<file path="src/logic/asp_params.svh">
`ifndef ASP_PARAMS_SVH
`define ASP_PARAMS_SVH

// ****************************************************************
// Register addresses
// ****************************************************************
`define ASP_ADDR_POWER_CTRL 8'h87
`define ASP_ADDR_BAUD_RELOAD 8'h91
`define ASP_ADDR_SERIAL_CTRL 8'h98
`define ASP_ADDR_DATA_BUF 8'h99
`define ASP_ADDR_BAUD_CTRL 8'h9B

// ****************************************************************
// Field positions
// ****************************************************************
`define ASP_POWER_CONTROL_REG_DOUBLE 7
`define ASP_POWER_CONTROL_REG_FCHK 6
`define ASP_SERIAL_CONTROL_REG_MODE_HI 7
`define ASP_SERIAL_CONTROL_REG_MODE_LO 6
`define ASP_SERIAL_CONTROL_REG_ADDR_EN 5
`define ASP_SERIAL_CONTROL_REG_RX_EN 4
`define ASP_SERIAL_CONTROL_REG_TX_NINTH 3
`define ASP_SERIAL_CONTROL_REG_RX_NINTH 2
`define ASP_SERIAL_CONTROL_REG_TX_DONE 1
`define ASP_SERIAL_CONTROL_REG_RX_DONE 0
`define ASP_BDR_RUN 4
`define ASP_BDR_TX_SRC 3
`define ASP_BDR_RX_SRC 2
`define ASP_BDR_FAST 1

// ****************************************************************
// Reset values and timing counts
// ****************************************************************
`define ASP_RST_RELOAD 8'h00
`define ASP_SAMPLE_LAST 4'hF
`define ASP_VOTE_A 4'h7
`define ASP_VOTE_B 4'h8
`define ASP_VOTE_C 4'h9
`define ASP_STOP_IDX_8BIT 4'h9
`define ASP_STOP_IDX_9BIT 4'hA
`define ASP_NINTH_IDX 4'h9
`define ASP_LAST_DATA_IDX 4'h8
`define ASP_PRESCALE_LAST 3'h5

`endif

</file>
<file path="src/logic/asp_pkg.sv">
package asp_pkg;

   typedef enum logic [1:0] {
      ASP_MODE_SHIFT,
      ASP_MODE_UART8,
      ASP_MODE_FIX9,
      ASP_MODE_VAR9
   } asp_mode_t;

   typedef enum logic {
      ASP_TX_IDLE,
      ASP_TX_SEND
   } asp_tx_state_t;

   typedef enum logic {
      ASP_RX_IDLE,
      ASP_RX_ACTIVE
   } asp_rx_state_t;

endpackage

</file>
<file path="src/logic/asp_serial_port.sv">
// The strobed register port was decided locally.
`timescale 1ns/1ns
`include "asp_params.svh"

module asp_serial_port (
   input wire logic clock_i,
   input wire logic rst_n_i,
   input wire logic [7:0] addr_i,
   input wire logic [7:0] wdata_i,
   input wire logic wr_i,
   input wire logic rd_i,
   output logic [7:0] rdata_o,
   input wire logic rxd_i,
   output logic txd_o,
   input wire logic timer1_ovf_i,
   input wire logic double_speed_core_i
);

   // ****************************************************************
   // Software-visible state
   // ****************************************************************
   logic mode_hi_reg, mode_lo_reg, sm2_reg, ren_reg;
   logic tx_ninth_reg, rx_ninth_reg, tx_done_reg, rx_done_reg;
   logic frame_err_reg;
   logic double_reg, fchk_reg;
   logic run_reg, tx_src_reg, rx_src_reg, fast_reg;
   logic [7:0] reload_reg;
   logic [7:0] rx_buf_reg;
   logic [7:0] rdata_reg;
   logic per_phase_reg;

   asp_pkg::asp_mode_t mode;
   assign mode = asp_pkg::asp_mode_t'({mode_hi_reg, mode_lo_reg});

   wire wr_power_control_reg = wr_i && (addr_i == `ASP_ADDR_POWER_CTRL);
   wire wr_reload = wr_i && (addr_i == `ASP_ADDR_BAUD_RELOAD);
   wire wr_serial_control_reg = wr_i && (addr_i == `ASP_ADDR_SERIAL_CTRL);
   wire wr_serial_data_buffer = wr_i && (addr_i == `ASP_ADDR_DATA_BUF);
   wire wr_bdr = wr_i && (addr_i == `ASP_ADDR_BAUD_CTRL);
   wire mode_async = (mode != asp_pkg::ASP_MODE_SHIFT);
   wire mode_8bit = (mode == asp_pkg::ASP_MODE_UART8);
   wire mode_fix9 = (mode == asp_pkg::ASP_MODE_FIX9);

   // ****************************************************************
   // Baud generation
   // ****************************************************************
   wire per_tick = double_speed_core_i | per_phase_reg;
   wire brg_ovf;
   wire tx_tick;
   wire rx_tick;

   // Fixed mode bypasses both sources; timer overflow arrives already
   // divided by six from the timer's own prescale.
   wire tx_src = mode_fix9 ? per_tick :
                 (tx_src_reg ? brg_ovf : timer1_ovf_i);
   wire rx_src = mode_fix9 ? per_tick :
                 (rx_src_reg ? brg_ovf : timer1_ovf_i);

   asp_brg #(.WIDTH(8)) u_brg (
      .clock_i(clock_i),
      .rst_n_i(rst_n_i),
      .per_tick_i(per_tick),
      .run_i(run_reg),
      .fast_i(fast_reg),
      .reload_i(reload_reg),
      .overflow_o(brg_ovf)
   );

   asp_half_tick u_tx_tick (
      .clock_i(clock_i),
      .rst_n_i(rst_n_i),
      .pulse_i(tx_src),
      .double_i(double_reg),
      .tick_o(tx_tick)
   );

   asp_half_tick u_rx_tick (
      .clock_i(clock_i),
      .rst_n_i(rst_n_i),
      .pulse_i(rx_src),
      .double_i(double_reg),
      .tick_o(rx_tick)
   );

   // ****************************************************************
   // Transmitter
   // ****************************************************************
   asp_pkg::asp_tx_state_t tx_state_reg;
   logic [10:0] tx_shift_reg;
   logic [3:0] tx_idx_reg;
   logic [3:0] tx_smp_reg;
   logic txd_reg;

   wire [3:0] tx_last = mode_8bit ? `ASP_STOP_IDX_8BIT : `ASP_STOP_IDX_9BIT;
   wire tx_ninth = mode_8bit ? 1'b1 : tx_ninth_reg;
   wire tx_idle = (tx_state_reg == asp_pkg::ASP_TX_IDLE);
   wire tx_start = wr_serial_data_buffer && mode_async && tx_idle;
   wire tx_bit_end = !tx_idle && tx_tick && (tx_smp_reg == `ASP_SAMPLE_LAST);
   wire tx_set_ti = tx_bit_end && ((tx_idx_reg + 4'h1) == tx_last);

   always_ff @(posedge clock_i or negedge rst_n_i) begin
      if (!rst_n_i) begin
         tx_state_reg <= asp_pkg::ASP_TX_IDLE;
         tx_shift_reg <= 11'h7FF;
         tx_idx_reg <= 4'h0;
         tx_smp_reg <= 4'h0;
         txd_reg <= 1'b1;
      end else begin
         case (tx_state_reg)
            asp_pkg::ASP_TX_IDLE: begin
               if (tx_start) begin
                  tx_state_reg <= asp_pkg::ASP_TX_SEND;
                  tx_shift_reg <= {1'b1, tx_ninth, wdata_i, 1'b0};
                  tx_idx_reg <= 4'h0;
                  tx_smp_reg <= 4'h0;
                  txd_reg <= 1'b0;
               end
            end
            asp_pkg::ASP_TX_SEND: begin
               if (tx_tick) begin
                  tx_smp_reg <= tx_smp_reg + 4'h1;
               end
               if (tx_bit_end && (tx_idx_reg == tx_last)) begin
                  tx_state_reg <= asp_pkg::ASP_TX_IDLE;
               end else if (tx_bit_end) begin
                  tx_idx_reg <= tx_idx_reg + 4'h1;
                  tx_shift_reg <= {1'b1, tx_shift_reg[10:1]};
                  txd_reg <= tx_shift_reg[1];
               end
            end
            default: tx_state_reg <= asp_pkg::ASP_TX_IDLE;
         endcase
      end
   end

   // ****************************************************************
   // Receiver
   // ****************************************************************
   asp_pkg::asp_rx_state_t rx_state_reg;
   logic [7:0] rx_shift_reg;
   logic [3:0] rx_idx_reg;
   logic [3:0] rx_smp_reg;
   logic [1:0] rx_votes_reg;
   logic rx_prev_reg;

   wire [3:0] rx_last = mode_8bit ? `ASP_STOP_IDX_8BIT : `ASP_STOP_IDX_9BIT;
   wire rx_on = ren_reg && mode_async;
   wire rx_fall = rx_prev_reg && !rxd_i;
   wire rx_active = (rx_state_reg == asp_pkg::ASP_RX_ACTIVE);
   wire rx_maj = (rx_votes_reg[0] & rx_votes_reg[1]) |
                 (rx_votes_reg[0] & rxd_i) |
                 (rx_votes_reg[1] & rxd_i);
   wire rx_decide = rx_active && rx_on && rx_tick &&
                    (rx_smp_reg == `ASP_VOTE_C);
   wire rx_is_data = (rx_idx_reg != 4'h0) &&
                     (rx_idx_reg <= `ASP_LAST_DATA_IDX);
   wire [7:0] rx_data_next = {rx_maj, rx_shift_reg[7:1]};
   wire [3:0] rx_deliver_idx = fchk_reg ? rx_last : rx_last - 4'h1;
   wire rx_deliver = rx_decide && (rx_idx_reg == rx_deliver_idx);
   wire rx_stop_bad = rx_decide && (rx_idx_reg == rx_last) && !rx_maj;
   wire set_ferr = rx_stop_bad && fchk_reg;
   wire set_rx_ninth = rx_decide &&
                       (rx_idx_reg == `ASP_NINTH_IDX);
   wire rx_frame_end = rx_decide &&
                       ((rx_idx_reg == rx_last) ||
                        ((rx_idx_reg == 4'h0) && rx_maj));

   always_ff @(posedge clock_i or negedge rst_n_i) begin
      if (!rst_n_i) begin
         rx_state_reg <= asp_pkg::ASP_RX_IDLE;
         rx_shift_reg <= 8'h00;
         rx_idx_reg <= 4'h0;
         rx_smp_reg <= 4'h0;
         rx_votes_reg <= 2'h3;
         rx_prev_reg <= 1'b1;
      end else begin
         rx_prev_reg <= rxd_i;
         case (rx_state_reg)
            asp_pkg::ASP_RX_IDLE: begin
               if (rx_on && rx_fall) begin
                  rx_state_reg <= asp_pkg::ASP_RX_ACTIVE;
                  rx_idx_reg <= 4'h0;
                  rx_smp_reg <= 4'h0;
               end
            end
            asp_pkg::ASP_RX_ACTIVE: begin
               if (!rx_on || rx_frame_end) begin
                  rx_state_reg <= asp_pkg::ASP_RX_IDLE;
               end else if (rx_tick) begin
                  rx_smp_reg <= rx_smp_reg + 4'h1;
                  if (rx_smp_reg == `ASP_VOTE_A) begin
                     rx_votes_reg[0] <= rxd_i;
                  end
                  if (rx_smp_reg == `ASP_VOTE_B) begin
                     rx_votes_reg[1] <= rxd_i;
                  end
                  if (rx_smp_reg == `ASP_SAMPLE_LAST) begin
                     rx_idx_reg <= rx_idx_reg + 4'h1;
                  end
               end
               if (rx_decide && rx_is_data) begin
                  rx_shift_reg <= rx_data_next;
               end
            end
            default: rx_state_reg <= asp_pkg::ASP_RX_IDLE;
         endcase
      end
   end

   // ****************************************************************
   // Registers and read port
   // ****************************************************************
   // Hardware sets win over a software write in the same cycle so that
   // an event is never lost to a clear racing with it.
   wire tx_done_next = tx_set_ti ? 1'b1 :
      (wr_serial_control_reg ? wdata_i[`ASP_SERIAL_CONTROL_REG_TX_DONE] : tx_done_reg);
   wire rx_done_next = rx_deliver ? 1'b1 :
      (wr_serial_control_reg ? wdata_i[`ASP_SERIAL_CONTROL_REG_RX_DONE] : rx_done_reg);
   wire frame_err_next = set_ferr ? 1'b1 :
      ((wr_serial_control_reg && fchk_reg) ? wdata_i[`ASP_SERIAL_CONTROL_REG_MODE_HI] :
       frame_err_reg);
   wire rx_ninth_next = set_rx_ninth ? rx_maj :
      (wr_serial_control_reg ? wdata_i[`ASP_SERIAL_CONTROL_REG_RX_NINTH] : rx_ninth_reg);
   wire [7:0] rx_buf_next = (rx_idx_reg == `ASP_LAST_DATA_IDX) ?
                            rx_data_next : rx_shift_reg;

   wire [7:0] serial_control_reg_rd = {fchk_reg ? frame_err_reg : mode_hi_reg,
                         mode_lo_reg, sm2_reg, ren_reg, tx_ninth_reg,
                         rx_ninth_reg, tx_done_reg, rx_done_reg};
   wire [7:0] power_control_reg_rd = {double_reg, fchk_reg, 6'h00};
   wire [7:0] bdr_rd = {3'h0, run_reg, tx_src_reg, rx_src_reg, fast_reg,
                        1'b0};
   wire [7:0] rd_value =
      (addr_i == `ASP_ADDR_SERIAL_CTRL) ? serial_control_reg_rd :
      (addr_i == `ASP_ADDR_DATA_BUF) ? rx_buf_reg :
      (addr_i == `ASP_ADDR_POWER_CTRL) ? power_control_reg_rd :
      (addr_i == `ASP_ADDR_BAUD_CTRL) ? bdr_rd :
      (addr_i == `ASP_ADDR_BAUD_RELOAD) ? reload_reg : 8'h00;

   always_ff @(posedge clock_i or negedge rst_n_i) begin
      if (!rst_n_i) begin
         {mode_hi_reg, mode_lo_reg, sm2_reg, ren_reg} <= 4'h0;
         tx_ninth_reg <= 1'b0;
         {rx_ninth_reg, tx_done_reg, rx_done_reg, frame_err_reg} <= 4'h0;
      end else begin
         if (wr_serial_control_reg && !fchk_reg) begin
            mode_hi_reg <= wdata_i[`ASP_SERIAL_CONTROL_REG_MODE_HI];
         end
         if (wr_serial_control_reg) begin
            mode_lo_reg <= wdata_i[`ASP_SERIAL_CONTROL_REG_MODE_LO];
            sm2_reg <= wdata_i[`ASP_SERIAL_CONTROL_REG_ADDR_EN];
            ren_reg <= wdata_i[`ASP_SERIAL_CONTROL_REG_RX_EN];
            tx_ninth_reg <= wdata_i[`ASP_SERIAL_CONTROL_REG_TX_NINTH];
         end
         rx_ninth_reg <= rx_ninth_next;
         tx_done_reg <= tx_done_next;
         rx_done_reg <= rx_done_next;
         frame_err_reg <= frame_err_next;
      end
   end

   always_ff @(posedge clock_i or negedge rst_n_i) begin
      if (!rst_n_i) begin
         {double_reg, fchk_reg} <= 2'h0;
         {run_reg, tx_src_reg, rx_src_reg, fast_reg} <= 4'h0;
         reload_reg <= `ASP_RST_RELOAD;
         rx_buf_reg <= 8'h00;
         rdata_reg <= 8'h00;
         per_phase_reg <= 1'b0;
      end else begin
         per_phase_reg <= ~per_phase_reg;
         if (wr_power_control_reg) begin
            double_reg <= wdata_i[`ASP_POWER_CONTROL_REG_DOUBLE];
            fchk_reg <= wdata_i[`ASP_POWER_CONTROL_REG_FCHK];
         end
         if (wr_bdr) begin
            run_reg <= wdata_i[`ASP_BDR_RUN];
            tx_src_reg <= wdata_i[`ASP_BDR_TX_SRC];
            rx_src_reg <= wdata_i[`ASP_BDR_RX_SRC];
            fast_reg <= wdata_i[`ASP_BDR_FAST];
         end
         if (wr_reload) begin
            reload_reg <= wdata_i;
         end
         if (rx_deliver) begin
            rx_buf_reg <= rx_buf_next;
         end
         rdata_reg <= rd_i ? rd_value : 8'h00;
      end
   end

   assign rdata_o = rdata_reg;
   assign txd_o = txd_reg;
endmodule // asp_serial_port

</file>
<file path="src/logic/asp_brg.sv">
`timescale 1ns/1ns
`include "asp_params.svh"

module asp_brg #(
   parameter int WIDTH = 8
) (
   input wire logic clock_i,
   input wire logic rst_n_i,
   input wire logic per_tick_i,
   input wire logic run_i,
   input wire logic fast_i,
   input wire logic [WIDTH-1:0] reload_i,
   output logic overflow_o
);

   generate
      if (WIDTH < 2) begin : g_bad_width
         $error("asp_brg width too small");
      end
   endgenerate

   logic [2:0] prescale_reg;
   logic [WIDTH-1:0] count_reg;
   logic overflow_reg;

   wire prescale_wrap = (prescale_reg == `ASP_PRESCALE_LAST);
   wire step = per_tick_i && run_i && (fast_i || prescale_wrap);
   wire count_full = (count_reg == {WIDTH{1'b1}});

   always_ff @(posedge clock_i or negedge rst_n_i) begin
      if (!rst_n_i) begin
         prescale_reg <= 3'h0;
         count_reg <= '0;
         overflow_reg <= 1'b0;
      end else begin
         if (per_tick_i && run_i) begin
            prescale_reg <= prescale_wrap ? 3'h0 : prescale_reg + 3'h1;
         end
         if (step) begin
            count_reg <= count_full ? reload_i : count_reg + 1'b1;
         end
         overflow_reg <= step && count_full;
      end
   end

   assign overflow_o = overflow_reg;
endmodule // asp_brg

</file>
<file path="src/logic/asp_half_tick.sv">
`timescale 1ns/1ns

module asp_half_tick (
   input wire logic clock_i,
   input wire logic rst_n_i,
   input wire logic pulse_i,
   input wire logic double_i,
   output logic tick_o
);

   logic phase_reg;
   logic tick_reg;

   // The sampling tick is sixteen per bit, so a rate of 1/32 per bit
   // becomes every second source pulse, and doubling passes them all.
   always_ff @(posedge clock_i or negedge rst_n_i) begin
      if (!rst_n_i) begin
         phase_reg <= 1'b0;
         tick_reg <= 1'b0;
      end else begin
         if (pulse_i) begin
            phase_reg <= ~phase_reg;
         end
         tick_reg <= pulse_i && (double_i || phase_reg);
      end
   end

   assign tick_o = tick_reg;

endmodule // asp_half_tick

</file>
<file path="config.mk">
export PLATFORM = sky130hd
export DESIGN_NAME = asp_serial_port
export DESIGN_NICKNAME = d
export VERILOG_FILES = /design/src/logic/asp_pkg.sv /design/src/logic/asp_serial_port.sv /design/src/logic/asp_brg.sv /design/src/logic/asp_half_tick.sv
export VERILOG_INCLUDE_DIRS = /design/src /design/src/logic
export SDC_FILE = /design/constraint.sdc
export NUM_CORES = 1
export LEC_CHECK = 0
export BUFFER_PORTS_ARGS = -buffer_cell sky130_fd_sc_hd__buf_2
export CAP_MARGIN = 5
export CORE_MARGIN = 2
export CORE_UTILIZATION = 48
export DETAILED_ROUTE_END_ITERATION = 6
export PLACE_DENSITY = 0.68
export SLEW_MARGIN = 30
export SYNTH_ARGS = -nofsm -noshare
export SYNTH_HDL_FRONTEND = slang
export SYNTH_SLANG_ARGS = --single-unit
</file>
<file path="constraint.sdc">
create_clock -name clock_i -period 1.8 [get_ports clock_i]
set_input_delay 0.27 -clock clock_i [delete_from_list [all_inputs] [get_ports clock_i]]
set_output_delay 0.27 -clock clock_i [all_outputs]
set_load 0.05 [all_outputs]
</file>
==> results.md <==
- Routed length per placed instance: 16.4 um
- Footprint of the multi-input gates: 2380 sq um
- Status: finished with violations
- Die area: 10900 sq um
- Setup ws final: -0.0682 ns
- MaxCap Viol Count: 0
- Final ANT Viol Nets: 0
- Largest register FFs: 9
- First-pass GRT wire length: 18700 um
- Final Hold Viols: 0
- # IOs: 32
- Layout area overhead: 20.1%
- DRT Pass-1 Iters: 4
- Routability Congestion: 0.912
- Post-synth cell types: 63
- Total grt overflow: 0
- Number of global-route vias before repair: between 3000 and 4000
- Antenna cell count: 0
- Number of synthesized flops with an enable pin: 0
- CORE AREA: 9770 sq um
- # fillers: 867
- Final clock skew: 0.0152 ns
- Crit path required time: 2.09 ns
- Synth area leader: dfrtp_1
- Slowest stage delay, CP: 0.42 ns
- Syn Nets: 495
- DP Wirelength: 8080 um
- Final net count: 570
- Sw frac: 29.9%
- Root Buffer: clkbuf_8
- Sequential cell area fraction in the yosys report: 49.5%
- Clock latency on the worst-skew pair: 0.36 ns
- Drt initial violations: 169
- Comb power frac: 18.1%
- H-tree levels: 3
- Antenna violations before repair: 0
- Clock sink count: 95
- Sw Pwr: 1520 uW
- Fraction of layout cells with a size suffix above 1: 31.9%
- DR vias: around 3800
- Reg power frac: 53.6%
- CP arrival: 2.16 ns
- DP Worst Slack: -0.122 ns
- Synth Register Bits: 95
- CTS tree: yes
- Cells taking the most area after synthesis: dfrtp_1, mux2_2, dfstp_2, mux2i_1, o21ai_0
- Period utilization: 104%
- Setup crit end kind: flip-flop
- Post-synth ARST share: 100%
- Worst vdd ir: 0.000465 V
- CTS clk-pin slew, worst paths: 0.09 ns
- Mapped Cells: ~460
- Yosys top cell area share: between 40% and 50%
- Clock share of power: 28.2%
- Avg Cell Area, Syn: approximately 10 sq um
- CP Class: reg -> reg
- Routed wire length: 11100 um
- Synth Warn #: 0
- Chip Height: approximately 100 um
- Reg area: 2390 sq um
- Final setup violation count: 11
- Pwr/cell area: 873 nW/um^2
- Post-DR vias/cell: 5.64
- Die span in x: roughly 100 um
- Pint: 3560 uW
- Most used DFF post-synth: dfrtp_1
- Max Buffers Root-to-Sink: 2
- Slew headroom: between 60% and 70%
- # rows: 36
- Fmax: 535 MHz
- Worst Hold Class: in -> reg
- RSZ-0062 raised after global routing: true
- Critical path's slowest cell: dfrtp_1
- Num CTS Buffers: 9
- Period minus WS final: 1.87 ns
- Buffers on Ports: 31
- Initial Util: 49.5%
- Maximum fanout along the worst path: 6
- Leak pwr: approximately 0.0028 uW
- GR Util All Layers: 21.5%
- Max-slew violations: 0
- Worst Max-Slew Pin Slew: about 0.48 ns
- Remaining DRCs: 0
- Mapped cell area: 4840 sq um
- Critical path cell sequence: ha_4 > and4b_2 > a31o_2 > a41oi_4 > nand4_1 > mux2_2
- Startpoint Class: flip-flop
- Pin count of the biggest net entering global routing: 39
- Failing checks: setup timing
- Setup TNS: -0.531 ns
-- cells in the final DEF (no fill, tap or decap), types with 5 or more instances in the layout --
cell      synthesis  layout
nand2b_1          6       5
clkbuf_8          0       9
dfstp_2          13      13
a31oi_1           6       6
a22oi_1           7       7
and3_1            6       6
nand2_1          38      37
nor2_1           26      24
mux2_2           31      31
nor2b_1           5       5
a21oi_1          26      26
nor3_1            8       8
inv_1            21      18
ha_1             10       8
dfrtp_1          82      81
nand4_1           8       8
o21ai_0          30      30
buf_2             5      30
buf_4             0      46
mux2i_1          23      22
nand3_1          24      23
-- metrics by stage --
| step | util, % | power (uW) | cells | cell area (sq um) | hold slack (ns) |
|---|---|---|---|---|---|
| after CTS | 59.0 | 5110 | 674 | 5770 | 0.152 |
| final | 59.4 | 5080 | 675 | 5810 | 0.174 |
| after detailed placement | 56.4 | 3660 | 656 | 5510 | 0.257 |
| after floorplan | - | 3340 | 462 | 4880 | -0.0256 |
| after global routing | 59.4 | 5360 | 675 | 5810 | 0.154 |
| after global placement | 56.4 | 3610 | 656 | 5510 | 0.256 |
-- routing by layer --
layer	vias up	wire length, um	GRT usage, %
li1	1837	-	-
met1	1870	5120	28.7
met2	84	5310	35.6
met3	13	472	4.07
met4	0	163	6.37
met5	-	0	0
-- worst max-delay path, delay by kind of cell, from the launching register on --
kind / cells / cell delay [ns]
mux: 1 / 0.29
fa+ha+maj: 1 / 0.18
compound gates: 2 / 0.54
simple gates: 2 / 0.37
flops: 1 / 0.42
-- Yosys cell counts, types with 3 or more instances --
cell type   n
inv_1      21
clkbuf_1   10
nand4_1     8
nor2_1     26
buf_2       5
nor2b_1     5
mux2i_1    23
a21oi_1    26
dfstp_2    13
nand3_1    24
nand2b_1    6
dfrtp_1    82
o21a_1      4
xnor2_1     5
a22oi_1     7
ha_1       10
a211o_1     3
nand2_1    38
a22o_1      3
a32o_1      3
mux2_2     31
and4b_1     3
a32oi_1     4
and3_1      6
nor3_1      8
nor3b_1     5
a31oi_1     6
o21ai_0    30
-- kinds of logic after synthesis --
group / after synthesis / synth area share [%]
DFF: 95 / 49.5
muxes: 54 / 12.0
AOI/OAI and AO/OA: 107 / 14.5
and+or+nand+nor: 149 / 16.7
adders and majority gates: 11 / 2.79
xor gates and xnor gates: 7 / 1.27
buffers and inverters: 39 / 3.36
-- cell type report --
class                           count  area share [%]
Tap cell                          133            2.86
Multi-Input combinational cell    328            41.0
Inverter                           21            1.36
Sequential cell                    95            41.2
Clock buffer                       11            2.26
Clock inverter                      5            1.14
Timing Repair Buffer               82            10.1
-- worst paths after layout --
path	startpoint	to	slack, ns	depth (start not counted)
max in group asynchronous	rst_n_i	rx_buf_reg[3]	0.73	3
min	rxd_i	rx_prev_reg	0.17	2
max	rx_smp_reg[0]	rx_votes_reg[1]	-0.07	6
min reg2reg	per_phase_reg	per_phase_reg	0.48	1
max reg2reg	rx_smp_reg[0]	rx_votes_reg[1]	-0.07	6
min in group asynchronous	rst_n_i	u_brg.count_reg[1]	0.40	2
-- power by group through the flow --
stage               logic, uW  registers (uW)  clock network [uW]
detailed placement        916            2750                   0
floorplan                 600            2740                   0
global placement          876            2740                   0
global route             1040            2760                1560
finish                    921            2720                1430
CTS                       920            2720                1470
-- timing repair --
item,CTS,global route
hold buffers,1,0
endpoints found under the setup margin,23,34
hold endpoints to repair,25,0
resized for setup,10,9
pin swaps,2,3
cloned,1,0
buffers inserted,0,1
No activity file was read; power rests on OpenSTA's default activity.
